File: config.mk
export PLATFORM = sky130hd
export DESIGN_NAME = scr_device_flat
export DESIGN_NICKNAME = d
export VERILOG_FILES = /design/src/scr_pkg.sv /design/src/scr_if.sv /design/src/scr_device.sv /design/src/flat_wrapper.sv
export SDC_FILE = /design/constraint.sdc
export NUM_CORES = 1
export LEC_CHECK = 0
export BUFFER_PORTS_ARGS = -buffer_cell sky130_fd_sc_hd__buf_2
export CAP_MARGIN = 20
export CORE_MARGIN = 2
export CORE_UTILIZATION = 55
export CTS_BUF_LIST = sky130_fd_sc_hd__clkbuf_16
export CTS_CLUSTER_DIAMETER = 60
export DETAILED_ROUTE_END_ITERATION = 8
export PLACE_DENSITY = 0.83
export RECOVER_POWER = 50
export SLEW_MARGIN = 20
export SYNTH_ARGS = -nofsm -noshare
export SYNTH_HDL_FRONTEND = slang
export SYNTH_SLANG_ARGS = --single-unit
File: constraint.sdc
create_clock -name ref_clk -period 4.5 [get_ports ref_clk]
set_clock_uncertainty 0.1 [all_clocks]
set_input_delay 0 -clock ref_clk [delete_from_list [all_inputs] [get_ports ref_clk]]
set_output_delay 0 -clock ref_clk [all_outputs]
set_load 0.02 [all_outputs]
File: src/scr_pkg.sv
// Shared constants for the serial control and readback port.
package scr_pkg;
  // Word layout of a 3-wire write.
  localparam int ADDR_W = 7;
  localparam int DATA_W = 9;
  localparam int WORD_W = 16;
  localparam int BYTE_W = 8;
  localparam int CNT_W  = 5;

  // Register addresses.
  localparam logic [6:0] READBACK_CTRL_ADDR = 7'h34;
  localparam logic [6:0] ID0_ADDR           = 7'h00;
  localparam logic [6:0] ID1_ADDR           = 7'h01;
  localparam logic [6:0] ID2_ADDR           = 7'h02;

  // Readback control field positions and reset values.
  localparam int         RB_ENABLE_BIT = 4;
  localparam int         RB_CONT_BIT   = 3;
  localparam int         RB_SEL_LSB    = 0;
  localparam int         RB_SEL_W      = 3;
  localparam logic       RB_ENABLE_RST = 1'b0;
  localparam logic       RB_CONT_RST   = 1'b0;
  localparam logic [2:0] RB_SEL_RST    = 3'h0;

  // Readback source codes.
  localparam logic [2:0] SRC_ERROR = 3'h0;
  localparam logic [2:0] SRC_SPDIF = 3'h6;
  localparam int         SRC_NUM   = 7;

  // Timing: reference clock and serial clock half period.
  localparam int CLK_PERIOD_PS = 25000;
  localparam int SCLK_HALF_NS  = 200;
  localparam int SCLK_HALF_CYC = (SCLK_HALF_NS * 1000 + CLK_PERIOD_PS - 1) / CLK_PERIOD_PS;
  localparam int SYNC_STAGES   = 3;
endpackage

File: src/scr_if.sv
// Interface joining the controller end and the device end of the 3-wire link.
`timescale 1ns/10ps
interface scr_if;
  logic chip_select_n;
  logic serial_clock;
  logic serial_in_line;
  logic serial_out_line_drv;
  logic serial_out_line_oe_n;
  logic serial_out_line;

  // Released output line is modelled as pulled high.
  assign serial_out_line = serial_out_line_oe_n ? 1'b1 : serial_out_line_drv;

  modport device (
    input  chip_select_n,
    input  serial_clock,
    input  serial_in_line,
    output serial_out_line_drv,
    output serial_out_line_oe_n
  );

  modport host (
    output chip_select_n,
    output serial_clock,
    output serial_in_line,
    input  serial_out_line
  );
endinterface

File: src/scr_device.sv
// Device end: 3-wire register write port with status readback.
//
// What this block does
// - Control pin low selects software, high hardware.
// - Wire-count pin low two-wire, high three-wire.
// - Sample serial input on serial clock rising.
// - Write word: 7-bit address, 9-bit data.
// - Chip select rising edge commits shifted word.
// - Controller may hold select low or pulse.
// - Only ID and status registers read back.
// - Serial output answers only when readback enabled.
// - Continuous bit one selects continuous readback.
// - Continuous: every write returns selected status byte.
// - Selector: error, channel one-five, S/PDIF status.
// - First read after writes already returns valid data.
// - Later reads stay valid until next write.
// - Output released whenever chip select high.
// - Reset clears enable, continuous and selector.
// - Non-continuous: write returns addressed register.
`timescale 1ns/10ps
module scr_device
  import scr_pkg::*;
#(
  parameter logic [7:0] ID0_VALUE        = 8'h11, // Arbitrary identification value.
  parameter logic [7:0] ID1_VALUE        = 8'h22, // Arbitrary identification value.
  parameter logic [7:0] ID2_VALUE        = 8'h33, // Arbitrary identification value.
  parameter logic [6:0] STATUS_ADDR_BASE = 7'h38  // Address of the first of the seven status registers.
) (
  input  wire logic         ref_clk,                   // Reference clock, 40 MHz.
  input  wire logic         reset,                     // Asynchronous reset, active high.
  scr_if.device             link,                      // Serial control link pins.
  input  wire logic         control_method_select,     // Pin: low software, high hardware control.
  input  wire logic         serial_wire_count_select,  // Pin: low 2-wire, high 3-wire.
  input  wire logic [7:0]   error_status,              // Error register contents.
  input  wire logic [39:0]  channel_status,            // Channel status registers one to five, one at bits 7:0.
  input  wire logic [7:0]   spdif_status,              // S/PDIF status register contents.
  output logic              reg_wr_strobe,             // One-cycle pulse: a full word was committed.
  output logic [ADDR_W-1:0] reg_wr_addr,               // Address of the committed word.
  output logic [DATA_W-1:0] reg_wr_data,               // Data of the committed word.
  output logic              readback_enable,           // Readback control enable bit.
  output logic              continuous_readback,       // Readback control continuous bit.
  output logic [2:0]        readback_source_select,    // Readback control source selector.
  output logic              software_mode,             // Filtered level: software control active.
  output logic              three_wire_mode            // Filtered level: 3-wire software mode active.
);

  localparam int NPIN = 5;
  localparam int P_CS = 0;
  localparam int P_CK = 1;
  localparam int P_DI = 2;
  localparam int P_HW = 3;
  localparam int P_SW = 4;

  logic [NPIN-1:0]        pin_raw;
  logic [NPIN-1:0]        lvl_r;
  logic [NPIN-1:0]        lvl_nxt;
  logic [SYNC_STAGES-1:0] sync_r [NPIN];

  logic [WORD_W-1:0]      shift_r;
  logic [WORD_W-1:0]      shift_nxt;
  logic [CNT_W-1:0]       cnt_r;
  logic [CNT_W-1:0]       cnt_nxt;
  logic                   en_r;
  logic                   en_nxt;
  logic                   cont_r;
  logic                   cont_nxt;
  logic [2:0]             sel_r;
  logic [2:0]             sel_nxt;
  logic [ADDR_W-1:0]      last_addr_r;
  logic [ADDR_W-1:0]      last_addr_nxt;
  logic [BYTE_W-1:0]      tx_r;
  logic [BYTE_W-1:0]      tx_nxt;
  logic                   tx_ok_r;
  logic                   tx_ok_nxt;
  logic                   wr_r;
  logic                   wr_nxt;
  logic [ADDR_W-1:0]      wr_addr_r;
  logic [ADDR_W-1:0]      wr_addr_nxt;
  logic [DATA_W-1:0]      wr_data_r;
  logic [DATA_W-1:0]      wr_data_nxt;

  logic [BYTE_W-1:0]      src [SRC_NUM];
  logic                   active;
  logic                   sclk_rise;
  logic                   sclk_fall;
  logic                   cs_rise;
  logic                   cs_fall;
  logic                   commit;
  logic [ADDR_W-1:0]      look_addr;
  logic [BYTE_W-1:0]      look_byte;
  logic                   look_ok;
  logic [ADDR_W-1:0]      stat_off;

  assign pin_raw = {serial_wire_count_select, control_method_select,
                    link.serial_in_line, link.serial_clock, link.chip_select_n};

  // Each pin passes three flops; a new level counts once the last two agree.
  generate
    for (genvar i = 0; i < NPIN; i++) begin : g_sync
      always_ff @(posedge ref_clk or posedge reset) begin
        if (reset) begin
          sync_r[i] <= {SYNC_STAGES{(i == P_CS) ? 1'b1 : 1'b0}};
        end else begin
          sync_r[i] <= {sync_r[i][SYNC_STAGES-2:0], pin_raw[i]};
        end
      end
      assign lvl_nxt[i] = (sync_r[i][SYNC_STAGES-1] == sync_r[i][SYNC_STAGES-2]) ?
                          sync_r[i][SYNC_STAGES-1] : lvl_r[i];
    end
  endgenerate

  // Status sources in selector order.
  assign src[0] = error_status;
  assign src[1] = channel_status[7:0];
  assign src[2] = channel_status[15:8];
  assign src[3] = channel_status[23:16];
  assign src[4] = channel_status[31:24];
  assign src[5] = channel_status[39:32];
  assign src[6] = spdif_status;

  // Mode decode and link edge detection on the filtered levels.
  assign active    = ~lvl_r[P_HW] & lvl_r[P_SW];
  assign sclk_rise = active & lvl_nxt[P_CK] & ~lvl_r[P_CK];
  assign sclk_fall = active & ~lvl_nxt[P_CK] & lvl_r[P_CK];
  assign cs_rise   = active & lvl_nxt[P_CS] & ~lvl_r[P_CS];
  assign cs_fall   = active & ~lvl_nxt[P_CS] & lvl_r[P_CS];
  assign commit    = cs_rise && (cnt_r == CNT_W'(WORD_W));

  // Content of the register addressed by a committed word or the last write.
  always_comb begin
    look_addr = commit ? shift_r[WORD_W-1 -: ADDR_W] : last_addr_r;
    stat_off  = look_addr - STATUS_ADDR_BASE;
    look_byte = 8'h00;
    look_ok   = 1'b0;
    if (look_addr == ID0_ADDR) begin
      look_byte = ID0_VALUE;
      look_ok   = 1'b1;
    end else if (look_addr == ID1_ADDR) begin
      look_byte = ID1_VALUE;
      look_ok   = 1'b1;
    end else if (look_addr == ID2_ADDR) begin
      look_byte = ID2_VALUE;
      look_ok   = 1'b1;
    end else if (look_addr >= STATUS_ADDR_BASE && stat_off < ADDR_W'(SRC_NUM)) begin
      look_byte = src[stat_off[2:0]];
      look_ok   = 1'b1;
    end
  end

  // Next state of the shifter, control register and readback byte.
  always_comb begin
    shift_nxt     = shift_r;
    cnt_nxt       = cnt_r;
    en_nxt        = en_r;
    cont_nxt      = cont_r;
    sel_nxt       = sel_r;
    last_addr_nxt = last_addr_r;
    tx_nxt        = tx_r;
    tx_ok_nxt     = tx_ok_r;
    wr_nxt        = 1'b0;
    wr_addr_nxt   = wr_addr_r;
    wr_data_nxt   = wr_data_r;
    if (!active) begin
      cnt_nxt = '0;
    end else if (cs_rise) begin
      cnt_nxt   = '0;
      shift_nxt = '0;
      if (commit) begin
        wr_nxt        = 1'b1;
        wr_addr_nxt   = shift_r[WORD_W-1 -: ADDR_W];
        wr_data_nxt   = shift_r[DATA_W-1:0];
        last_addr_nxt = shift_r[WORD_W-1 -: ADDR_W];
        if (shift_r[WORD_W-1 -: ADDR_W] == READBACK_CTRL_ADDR) begin
          en_nxt   = shift_r[RB_ENABLE_BIT];
          cont_nxt = shift_r[RB_CONT_BIT];
          sel_nxt  = shift_r[RB_SEL_LSB +: RB_SEL_W];
        end
        if (cont_nxt) begin
          tx_nxt    = (sel_nxt <= SRC_SPDIF) ? src[sel_nxt] : 8'h00;
          tx_ok_nxt = en_nxt && (sel_nxt <= SRC_SPDIF);
        end else begin
          tx_nxt    = look_byte;
          tx_ok_nxt = en_nxt && look_ok;
        end
      end
    end else begin
      if (sclk_rise) begin
        shift_nxt = {shift_r[WORD_W-2:0], lvl_r[P_DI]};
        cnt_nxt   = (cnt_r == CNT_W'(WORD_W)) ? cnt_r : cnt_r + 1'b1;
      end
      if (cs_fall) begin
        // Fresh copy at every read start keeps repeated reads valid.
        if (cont_r) begin
          tx_nxt    = (sel_r <= SRC_SPDIF) ? src[sel_r] : 8'h00;
          tx_ok_nxt = en_r && (sel_r <= SRC_SPDIF);
        end else begin
          tx_nxt    = look_byte;
          tx_ok_nxt = en_r && look_ok;
        end
      end else if (sclk_fall && !lvl_r[P_CS]) begin
        tx_nxt = {tx_r[BYTE_W-2:0], 1'b0};
      end
    end
  end

  // Registers of the port; readback control resets to disabled.
  always_ff @(posedge ref_clk or posedge reset) begin
    if (reset) begin
      lvl_r       <= 5'h01;
      shift_r     <= '0;
      cnt_r       <= '0;
      en_r        <= RB_ENABLE_RST;
      cont_r      <= RB_CONT_RST;
      sel_r       <= RB_SEL_RST;
      last_addr_r <= '0;
      tx_r        <= '0;
      tx_ok_r     <= 1'b0;
      wr_r        <= 1'b0;
      wr_addr_r   <= '0;
      wr_data_r   <= '0;
    end else begin
      lvl_r       <= lvl_nxt;
      shift_r     <= shift_nxt;
      cnt_r       <= cnt_nxt;
      en_r        <= en_nxt;
      cont_r      <= cont_nxt;
      sel_r       <= sel_nxt;
      last_addr_r <= last_addr_nxt;
      tx_r        <= tx_nxt;
      tx_ok_r     <= tx_ok_nxt;
      wr_r        <= wr_nxt;
      wr_addr_r   <= wr_addr_nxt;
      wr_data_r   <= wr_data_nxt;
    end
  end

  // Output line is driven only in 3-wire mode with select low and readback armed.
  assign link.serial_out_line_oe_n = ~(active & ~lvl_r[P_CS] & tx_ok_r);
  assign link.serial_out_line_drv  = tx_r[BYTE_W-1];

  assign reg_wr_strobe          = wr_r;
  assign reg_wr_addr            = wr_addr_r;
  assign reg_wr_data            = wr_data_r;
  assign readback_enable        = en_r;
  assign continuous_readback    = cont_r;
  assign readback_source_select = sel_r;
  assign software_mode          = ~lvl_r[P_HW];
  assign three_wire_mode        = active;

endmodule

File: src/flat_wrapper.sv
// flat-port wrapper written by rule: the top's interface ports become plain ports
module scr_device_flat import scr_pkg::*;
#(
  parameter logic [7:0] ID0_VALUE        = 8'h11,                                   
  parameter logic [7:0] ID1_VALUE        = 8'h22,                                   
  parameter logic [7:0] ID2_VALUE        = 8'h33,                                   
  parameter logic [6:0] STATUS_ADDR_BASE = 7'h38                                                        
)
  (ref_clk, reset, control_method_select, serial_wire_count_select, error_status, channel_status, spdif_status, reg_wr_strobe, reg_wr_addr, reg_wr_data, readback_enable, continuous_readback, readback_source_select, software_mode, three_wire_mode, link_chip_select_n, link_serial_clock, link_serial_in_line, link_serial_out_line_drv, link_serial_out_line_oe_n);
  scr_if link_i ();
  input  wire logic ref_clk;
  input  wire logic reset;
  input  wire logic control_method_select;
  input  wire logic serial_wire_count_select;
  input  wire logic [7:0] error_status;
  input  wire logic [39:0] channel_status;
  input  wire logic [7:0] spdif_status;
  output logic reg_wr_strobe;
  output logic [ADDR_W-1:0] reg_wr_addr;
  output logic [DATA_W-1:0] reg_wr_data;
  output logic readback_enable;
  output logic continuous_readback;
  output logic [2:0] readback_source_select;
  output logic software_mode;
  output logic three_wire_mode;
  input wire logic [$bits(link_i.chip_select_n)-1:0] link_chip_select_n;
  input wire logic [$bits(link_i.serial_clock)-1:0] link_serial_clock;
  input wire logic [$bits(link_i.serial_in_line)-1:0] link_serial_in_line;
  output wire logic [$bits(link_i.serial_out_line_drv)-1:0] link_serial_out_line_drv;
  output wire logic [$bits(link_i.serial_out_line_oe_n)-1:0] link_serial_out_line_oe_n;
  assign link_i.chip_select_n = link_chip_select_n;
  assign link_i.serial_clock = link_serial_clock;
  assign link_i.serial_in_line = link_serial_in_line;
  assign link_serial_out_line_drv = link_i.serial_out_line_drv;
  assign link_serial_out_line_oe_n = link_i.serial_out_line_oe_n;
  scr_device #(.ID0_VALUE(ID0_VALUE), .ID1_VALUE(ID1_VALUE), .ID2_VALUE(ID2_VALUE), .STATUS_ADDR_BASE(STATUS_ADDR_BASE)) u_core (.ref_clk(ref_clk), .reset(reset), .link(link_i), .control_method_select(control_method_select), .serial_wire_count_select(serial_wire_count_select), .error_status(error_status), .channel_status(channel_status), .spdif_status(spdif_status), .reg_wr_strobe(reg_wr_strobe), .reg_wr_addr(reg_wr_addr), .reg_wr_data(reg_wr_data), .readback_enable(readback_enable), .continuous_readback(continuous_readback), .readback_source_select(readback_source_select), .software_mode(software_mode), .three_wire_mode(three_wire_mode));
endmodule
==> impl_metrics.json, run 1 <==
{
  "status": "finished with violations",
  "violations": "capacitance limit, slew limit",
  "antenna_found_initial": 0,
  "grt_usage_pct": 31.6,
  "use_met1_pct": 43.0,
  "grt_util_met2_pct": 51.6,
  "fin_nets": 710,
  "slowest_delay_ns": 0.60,
  "place.port_buffers": 88,
  "setup_tns_ns": 0,
  "numCtsBuffers": 9,
  "hold_path.class": "input port to flip-flop",
  "hold_end": "u_core.tx_r[7]",
  "cts_sinks": 79,
  "grt_util_met3_pct": 5.20,
  "crit_path_top_delay_cell": "nor3_1",
  "drtPass1Iterations": 5,
  "critical_path.top_delay_family": "simple AND/OR/NAND/NOR gates",
  "synth-edff-count": 0,
  "setup_violations": 0,
  "htree_levels": 3,
  "ys.flop_type": "dfrtp_1",
  "slew_headroom_pct": -27.1,
  "synthesis.area_sq_mm": 0.00531,
  "gr-total-overflow": 0,
  "core_region_area_sq_mm": 0.00928,
  "syn_inst": 569,
  "dieHeight_um": 102,
  "ff2ff_path_depth": 7,
  "reg2reg_to": "u_core.tx_r[3]",
  "critPathRequiredTime_ns": 4.65,
  "drtIter0Drc": 333,
  "rsz0062_at_grt": "false",
  "die-area_sq_mm": 0.0105,
  "start_kind": "flip-flop",
  "fp-row-count": 35,
  "async_flop_share_pct": 100,
  "clockBufferDepth": 2,
  "p_sw_share_pct": 27.4,
  "area_growth_pct": 15.5,
  "synth_fp_nets": 634,
  "p_per_area_mw_per_mm2": 295,
  "grt_most_used_layer": "met2",
  "grt_pass1_wl_mm": 25.1,
  "clkPwrFrac_pct": 41.4,
  "cts_root_buf": "clkbuf_16",
  "grt_max_degree": 80,
  "fmaxAchievable_mhz": 272,
  "grt_pass1_vias": 4803,
  "p_seq_share_pct": 45.3,
  "hpwl_mm": 11.8,
  "cts_tree": "built",
  "hold_start": "spdif_status[7]",
  "crit_path_end_kind": "flip-flop",
  "worstMarginPinSlew_ns": 1.91,
  "postSynthAreaPerCell_sq_um": 9.33,
  "finalHoldViolCount": 0,
  "crit_fanout": 37,
  "path_buf_inv": 1,
  "drv_cap": 1,
  "fin_crit_sh_pct": 81.8,
  "antenna_left": 0,
  "io-pin-count": 89,
  "p_comb_share_pct": 13.4,
  "num_vias": 4979,
  "p_leak_nw": 2.62,
  "crit_type": "flip-flop to flip-flop",
  "detail_route.wirelength_mm": 16.1,
  "post_drt_via_cell_ratio": 6.39,
  "yosys_warnings": 0,
  "diodes": 0,
  "die_w_um": 102,
  "cts.repair.resized": 0,
  "insertion_delay_ns": 0.34,
  "ir_drop_mv": 0.261,
  "p_switching_uw": 496,
  "clk_pin_slew_ns": 0.07,
  "whs_path_depth": 5,
  "place.gp.congestion": 0.976,
  "period_minus_slack_ns": 3.68,
  "yosysSeqAreaShare_pct": 37.3,
  "r2r_setup_slack_ns": 0.82,
  "ys_ff_latch": 79,
  "worstPathArrival_ns": 3.84,
  "ys_types": 80,
  "drive_gt1_share_pct": 22.3,
  "crit_chain": "and2_0 > nand3_4 > clkinv_1 > mux2_2 > nor3_1 > o221ai_1 > a22oi_1",
  "finalMaxSlewViolations": 80,
  "drc": 0,
  "start_util_pct": 57.2,
  "power_mw": 1.81,
  "wire_per_inst_um": 20.7,
  "internal-power_mw": 1.31,
  "regToRegStartpoint": "u_core.sync_r[13]"
}
==> flip-flops by register name (all words and copies together), names as in the netlist <==
name                           count
u_core.cnt_r                       5
u_core.continuous_readback         1
u_core.last_addr_r                 7
u_core.lvl_r                       5
u_core.readback_enable             1
u_core.readback_source_select      3
u_core.reg_wr_addr                 7
u_core.reg_wr_data                 9
u_core.reg_wr_strobe               1
u_core.shift_r                    16
u_core.sync_r                     15
u_core.tx_ok_r                     1
u_core.tx_r                        8
==> placed cells by master (no fill, tap or decap), types with 5 or more instances in the layout <==
cell type | netlist | layout
o21ai_0 | 19 | 19
nand3_1 | 8 | 8
inv_1 | 11 | 10
clkbuf_1 | 21 | 23
nor2_1 | 49 | 49
nand2_1 | 98 | 98
mux2_2 | 18 | 18
dlygate4sd3_1 | 0 | 6
o221ai_1 | 9 | 9
and3_1 | 12 | 12
a211oi_1 | 6 | 6
mux2i_1 | 40 | 40
a21boi_0 | 6 | 6
mux4_2 | 9 | 9
nor3b_1 | 5 | 5
a221o_1 | 10 | 10
clkbuf_16 | 0 | 9
a31oi_1 | 5 | 5
buf_2 | 7 | 65
a21oi_1 | 18 | 18
dfrtp_1 | 75 | 75
buf_4 | 1 | 6
nor3_1 | 18 | 17
a2111oi_0 | 7 | 7
a221oi_1 | 10 | 10
==> worst max-delay path by stage <==
| stage | depth (start not counted) | slack, ns | to | startpoint |
|---|---|---|---|---|
| finish | 7 | 0.82 | u_core.tx_r[3] | u_core.sync_r[13] |
| global route | 8 | 0.64 | u_core.tx_r[4] | u_core.sync_r[13] |
| CTS | 9 | 0.90 | u_core.tx_r[3] | u_core.cnt_r[0] |
| detailed placement | 9 | 0.91 | u_core.tx_r[3] | u_core.cnt_r[0] |
| global placement | 9 | 1.20 | u_core.tx_r[3] | u_core.cnt_r[0] |
| floorplan | 7 | 1.85 | u_core.tx_r[2] | u_core.readback_source_select[0] |
==> worst min-delay path, stage by stage <==
cell      delay (ns)
buf_2           0.13
nand2_1         0.05
nand2_1         0.06
o221ai_1        0.15
a22oi_1         0.06
==> cells by family (layout without fill, tap and decap cells) <==
kind of cell | after synthesis | count (layout) | share of synthesized area (%)
flops | 79 | 79 | 37.3
compound gates | 137 | 137 | 20.6
buf+inv | 52 | 133 | 4.41
simple gates | 222 | 222 | 20.0
mux | 70 | 70 | 16.0
xor+xnor | 4 | 4 | 0.660
fa+ha+maj | 5 | 5 | 1.04
==> what timing repair did <==
action | CTS | global route
setup buffers | 0 | 0
endpoints found under the hold margin | 80 | 0
hold buffers | 6 | 0
endpoints found under the setup margin | 0 | 0
==> final cells by class <==
type	count	area [sq um]
Clock buffer	9	225
Clock inverter	7	77.6
Sequential cell	79	1980
Inverter	16	63.8
Tap cell	129	161
Fill cell	796	3150
Multi-Input combinational cell	438	3100
Timing Repair Buffer	101	522
==> power by group through the flow <==
stage | clock, mW | sequential [mW] | combinational (mW)
floorplan | 0 | 0.808 | 0.160
global placement | 0 | 0.822 | 0.228
detailed placement | 0 | 0.826 | 0.237
CTS | 0.754 | 0.815 | 0.242
global route | 0.789 | 0.823 | 0.267
finish | 0.747 | 0.817 | 0.241
==> synthesized netlist by cell type (5+ instances only) <==
master	count	area [sq um]
o221ai_1	9	78.8
nor3b_1	5	37.5
nand3_1	8	40.0
a221o_1	10	100
and3_1	12	75.1
nor3_1	18	90.1
a2111oi_0	7	61.3
o21ai_0	19	95.1
nand2_1	98	368
a221oi_1	10	87.6
a31oi_1	5	31.3
clkbuf_1	21	78.8
inv_1	11	41.3
and2_1	5	31.3
a21oi_1	18	90.1
mux2_2	18	203
nor2_1	49	184
a21boi_0	6	45.0
buf_2	7	35.0
mux4_2	9	203
mux2i_1	40	400
a211oi_1	6	45.0
dfrtp_1	75	1880
==> per-layer routing <==
layer | part of all wire, % | vias up
li1 | - | 2272
met1 | 42 | 2422
met2 | 47 | 243
met3 | 7.3 | 42
met4 | 2.9 | 0
met5 | 0 | -
==> stage by stage <==
stage | setup WS [ns] | hold slack (ns) | utilization [%] | cell area (sq um) | instances
after global routing | 0.645 | 0.0719 | 66.0 | 6130 | 779
after CTS | 0.901 | 0.0372 | 66.4 | 6160 | 779
final | 0.818 | 0.0514 | 66.0 | 6130 | 779
after detailed placement | 0.906 | 0.00941 | 62.5 | 5800 | 757
after global placement | 1.20 | 0.00568 | 62.5 | 5800 | 757
after floorplan | 1.85 | -0.0955 | - | 5310 | 569
No activity file was read; power rests on OpenSTA's default activity.
==> inputs of run 2 (changes only) <==
==> constraint.sdc (replaced) <==
create_clock -name ref_clk -period 3.83 [get_ports ref_clk]
set_clock_uncertainty 0.1 [all_clocks]
set_input_delay 0 -clock ref_clk [delete_from_list [all_inputs] [get_ports ref_clk]]
set_output_delay 0 -clock ref_clk [all_outputs]
set_load 0.02 [all_outputs]
==> run 2 against run 1 <==
Against the previous run:
- the flow still finishes with violations (capacitance limit, slew limit)
- critical path depth is 1 higher
- wire length up 0.97%
- core utilization rose by 0.36 points
- maximum frequency rose by 14%
- clock power grew 6.4%
- combinational power is 17% higher
- worst hold slack gained 0.012 ns
- final cell count increased by 1.2%
- non-clock buffer count grew 9
- flip-flop and latch count is the same
==> impl_metrics.json, run 2 (same netlist as run 1, synthesis figures left out) <==
{
  "cts_tree": "built",
  "slew_headroom_pct": -13.5,
  "crit_chain": "and2_0 > nand3_4 > mux2i_2 > inv_2 > a2111oi_0 > a211o_1 > o221ai_1 > a32o_1",
  "fp-row-count": 35,
  "place.port_buffers": 88,
  "die_w_um": 102,
  "ir_drop_mv": 0.375,
  "htree_levels": 3,
  "fin_hold_ws_ns": 0.0633,
  "clockBufferDepth": 2,
  "setup_violations": 0,
  "cts_setup_buffers": 0,
  "place.gp.congestion": 1.01,
  "num_vias": 5084,
  "finalHoldViolCount": 0,
  "area_growth_pct": 16.1,
  "regArea_sq_mm": 0.00198,
  "top_register": "u_core.shift_r",
  "core_region_area_sq_mm": 0.00928,
  "slowest_delay_ns": 0.59,
  "antenna_left": 0,
  "insertion_delay_ns": 0.33,
  "grt_pass1_wl_mm": 25.6,
  "num-fill-cells": 769,
  "detail_route.wirelength_mm": 16.3,
  "grt_pass1_vias": 4914,
  "io-pin-count": 89,
  "drv_cap": 1,
  "crit_type": "flip-flop to flip-flop",
  "drive_gt1_share_pct": 22.9,
  "fmaxAchievable_mhz": 311,
  "crit_fanout": 18,
  "grt_usage_pct": 31.9,
  "final_common_cell": "nand2_1",
  "numCtsBuffers": 9,
  "cts_hold_buf": 6,
  "status": "finished with violations",
  "power_mw": 2.03,
  "diodes": 0,
  "crit_path_top_delay_cell": "dfstp_1",
  "antenna_found_initial": 0,
  "period_minus_slack_ns": 3.22,
  "dieHeight_um": 102,
  "multiInputGateArea_sq_mm": 0.00310,
  "gr-total-overflow": 0,
  "crit_path_end_kind": "flip-flop",
  "finalMaxSlewViolations": 42,
  "mostFrequentLayoutCells": "nand2_1 (98), dfrtp_1 (75), buf_2 (64), nor2_1 (49), mux2i_1 (40)",
  "post_drt_via_cell_ratio": 6.45,
  "wire_per_inst_um": 20.7,
  "cts.repair.resized": 0,
  "fin_nets": 719,
  "cts_root_buf": "clkbuf_16",
  "drtPass1Iterations": 7,
  "worstMarginPinSlew_ns": 1.69,
  "critPathRequiredTime_ns": 3.94,
  "hpwl_mm": 11.9,
  "violations": "capacitance limit, slew limit",
  "cts_sinks": 79,
  "fin_crit_sh_pct": 84.1,
  "path_buf_inv": 1,
  "worstPathArrival_ns": 3.33,
  "setup_tns_ns": 0,
  "critical_path.top_delay_family": "compound AO/OA/AOI/OAI gates",
  "grt_max_degree": 42,
  "largest_reg_flops": 16,
  "rsz0062_at_grt": "false",
  "hold_path.class": "input port to flip-flop",
  "drc": 0,
  "start_kind": "flip-flop",
  "die-area_sq_mm": 0.0105,
  "clk_pin_slew_ns": 0.06,
  "p_per_area_mw_per_mm2": 330,
  "start_util_pct": 57.2,
  "p_leak_nw": 2.65,
  "drtIter0Drc": 383
}
-- run 2: where the power goes --
part	switching (mW)	internal (mW)
Combinational	0.152	0.130
Clock	0.354	0.441
Sequential	0.0599	0.897
-- run 2: routing by layer --
| metal | up-vias | global-route usage [%] | wire, um |
|---|---|---|---|
| met5 | - | 0 | 0 |
| met4 | 0 | 11.7 | 529 |
| met3 | 44 | 5.20 | 1190 |
| met2 | 254 | 51.9 | 7800 |
| met1 | 2495 | 43.4 | 6770 |
| li1 | 2291 | - | - |
-- run 2: path summary, 6_finish.rpt --
kind | start | to | slack (ns) | cells after the start
worst min register to register | u_core.sync_r[9] | u_core.sync_r[10] | 0.25 | 0
worst min-delay path | spdif_status[2] | u_core.tx_r[2] | 0.06 | 5
worst max-delay path | u_core.sync_r[13] | u_core.tx_r[5] | 0.61 | 8
worst max register to register | u_core.sync_r[13] | u_core.tx_r[5] | 0.61 | 8
min in group asynchronous | reset | u_core.shift_r[8] | 0.50 | 3
max in group asynchronous | reset | u_core.sync_r[2] | 1.51 | 4
-- run 2: layout make-up --
cell class	count	share of cell area, %
clock buffer	9	3.65
clock inverter	7	0.792
inverter	16	1.04
sequential	79	32.2
tap	129	2.62
multi-input combinational	438	50.3
timing repair buffer	110	9.48
-- run 2: worst min-delay path: stages --
cell,delay [ns]
buf_2,0.12
nand2_1,0.05
nand2_1,0.06
o221ai_1,0.15
a22oi_1,0.07
-- run 2: through the flow --
stage	instance area [sq um]	setup WS (ns)	util [%]	std cells
final	6160	0.609	66.4	788
after global routing	6160	0.418	66.4	788
after detailed placement	5870	0.753	63.2	766
after global placement	5870	0.802	63.2	766
after CTS	6200	0.731	66.8	788
after floorplan	5310	1.18	-	569
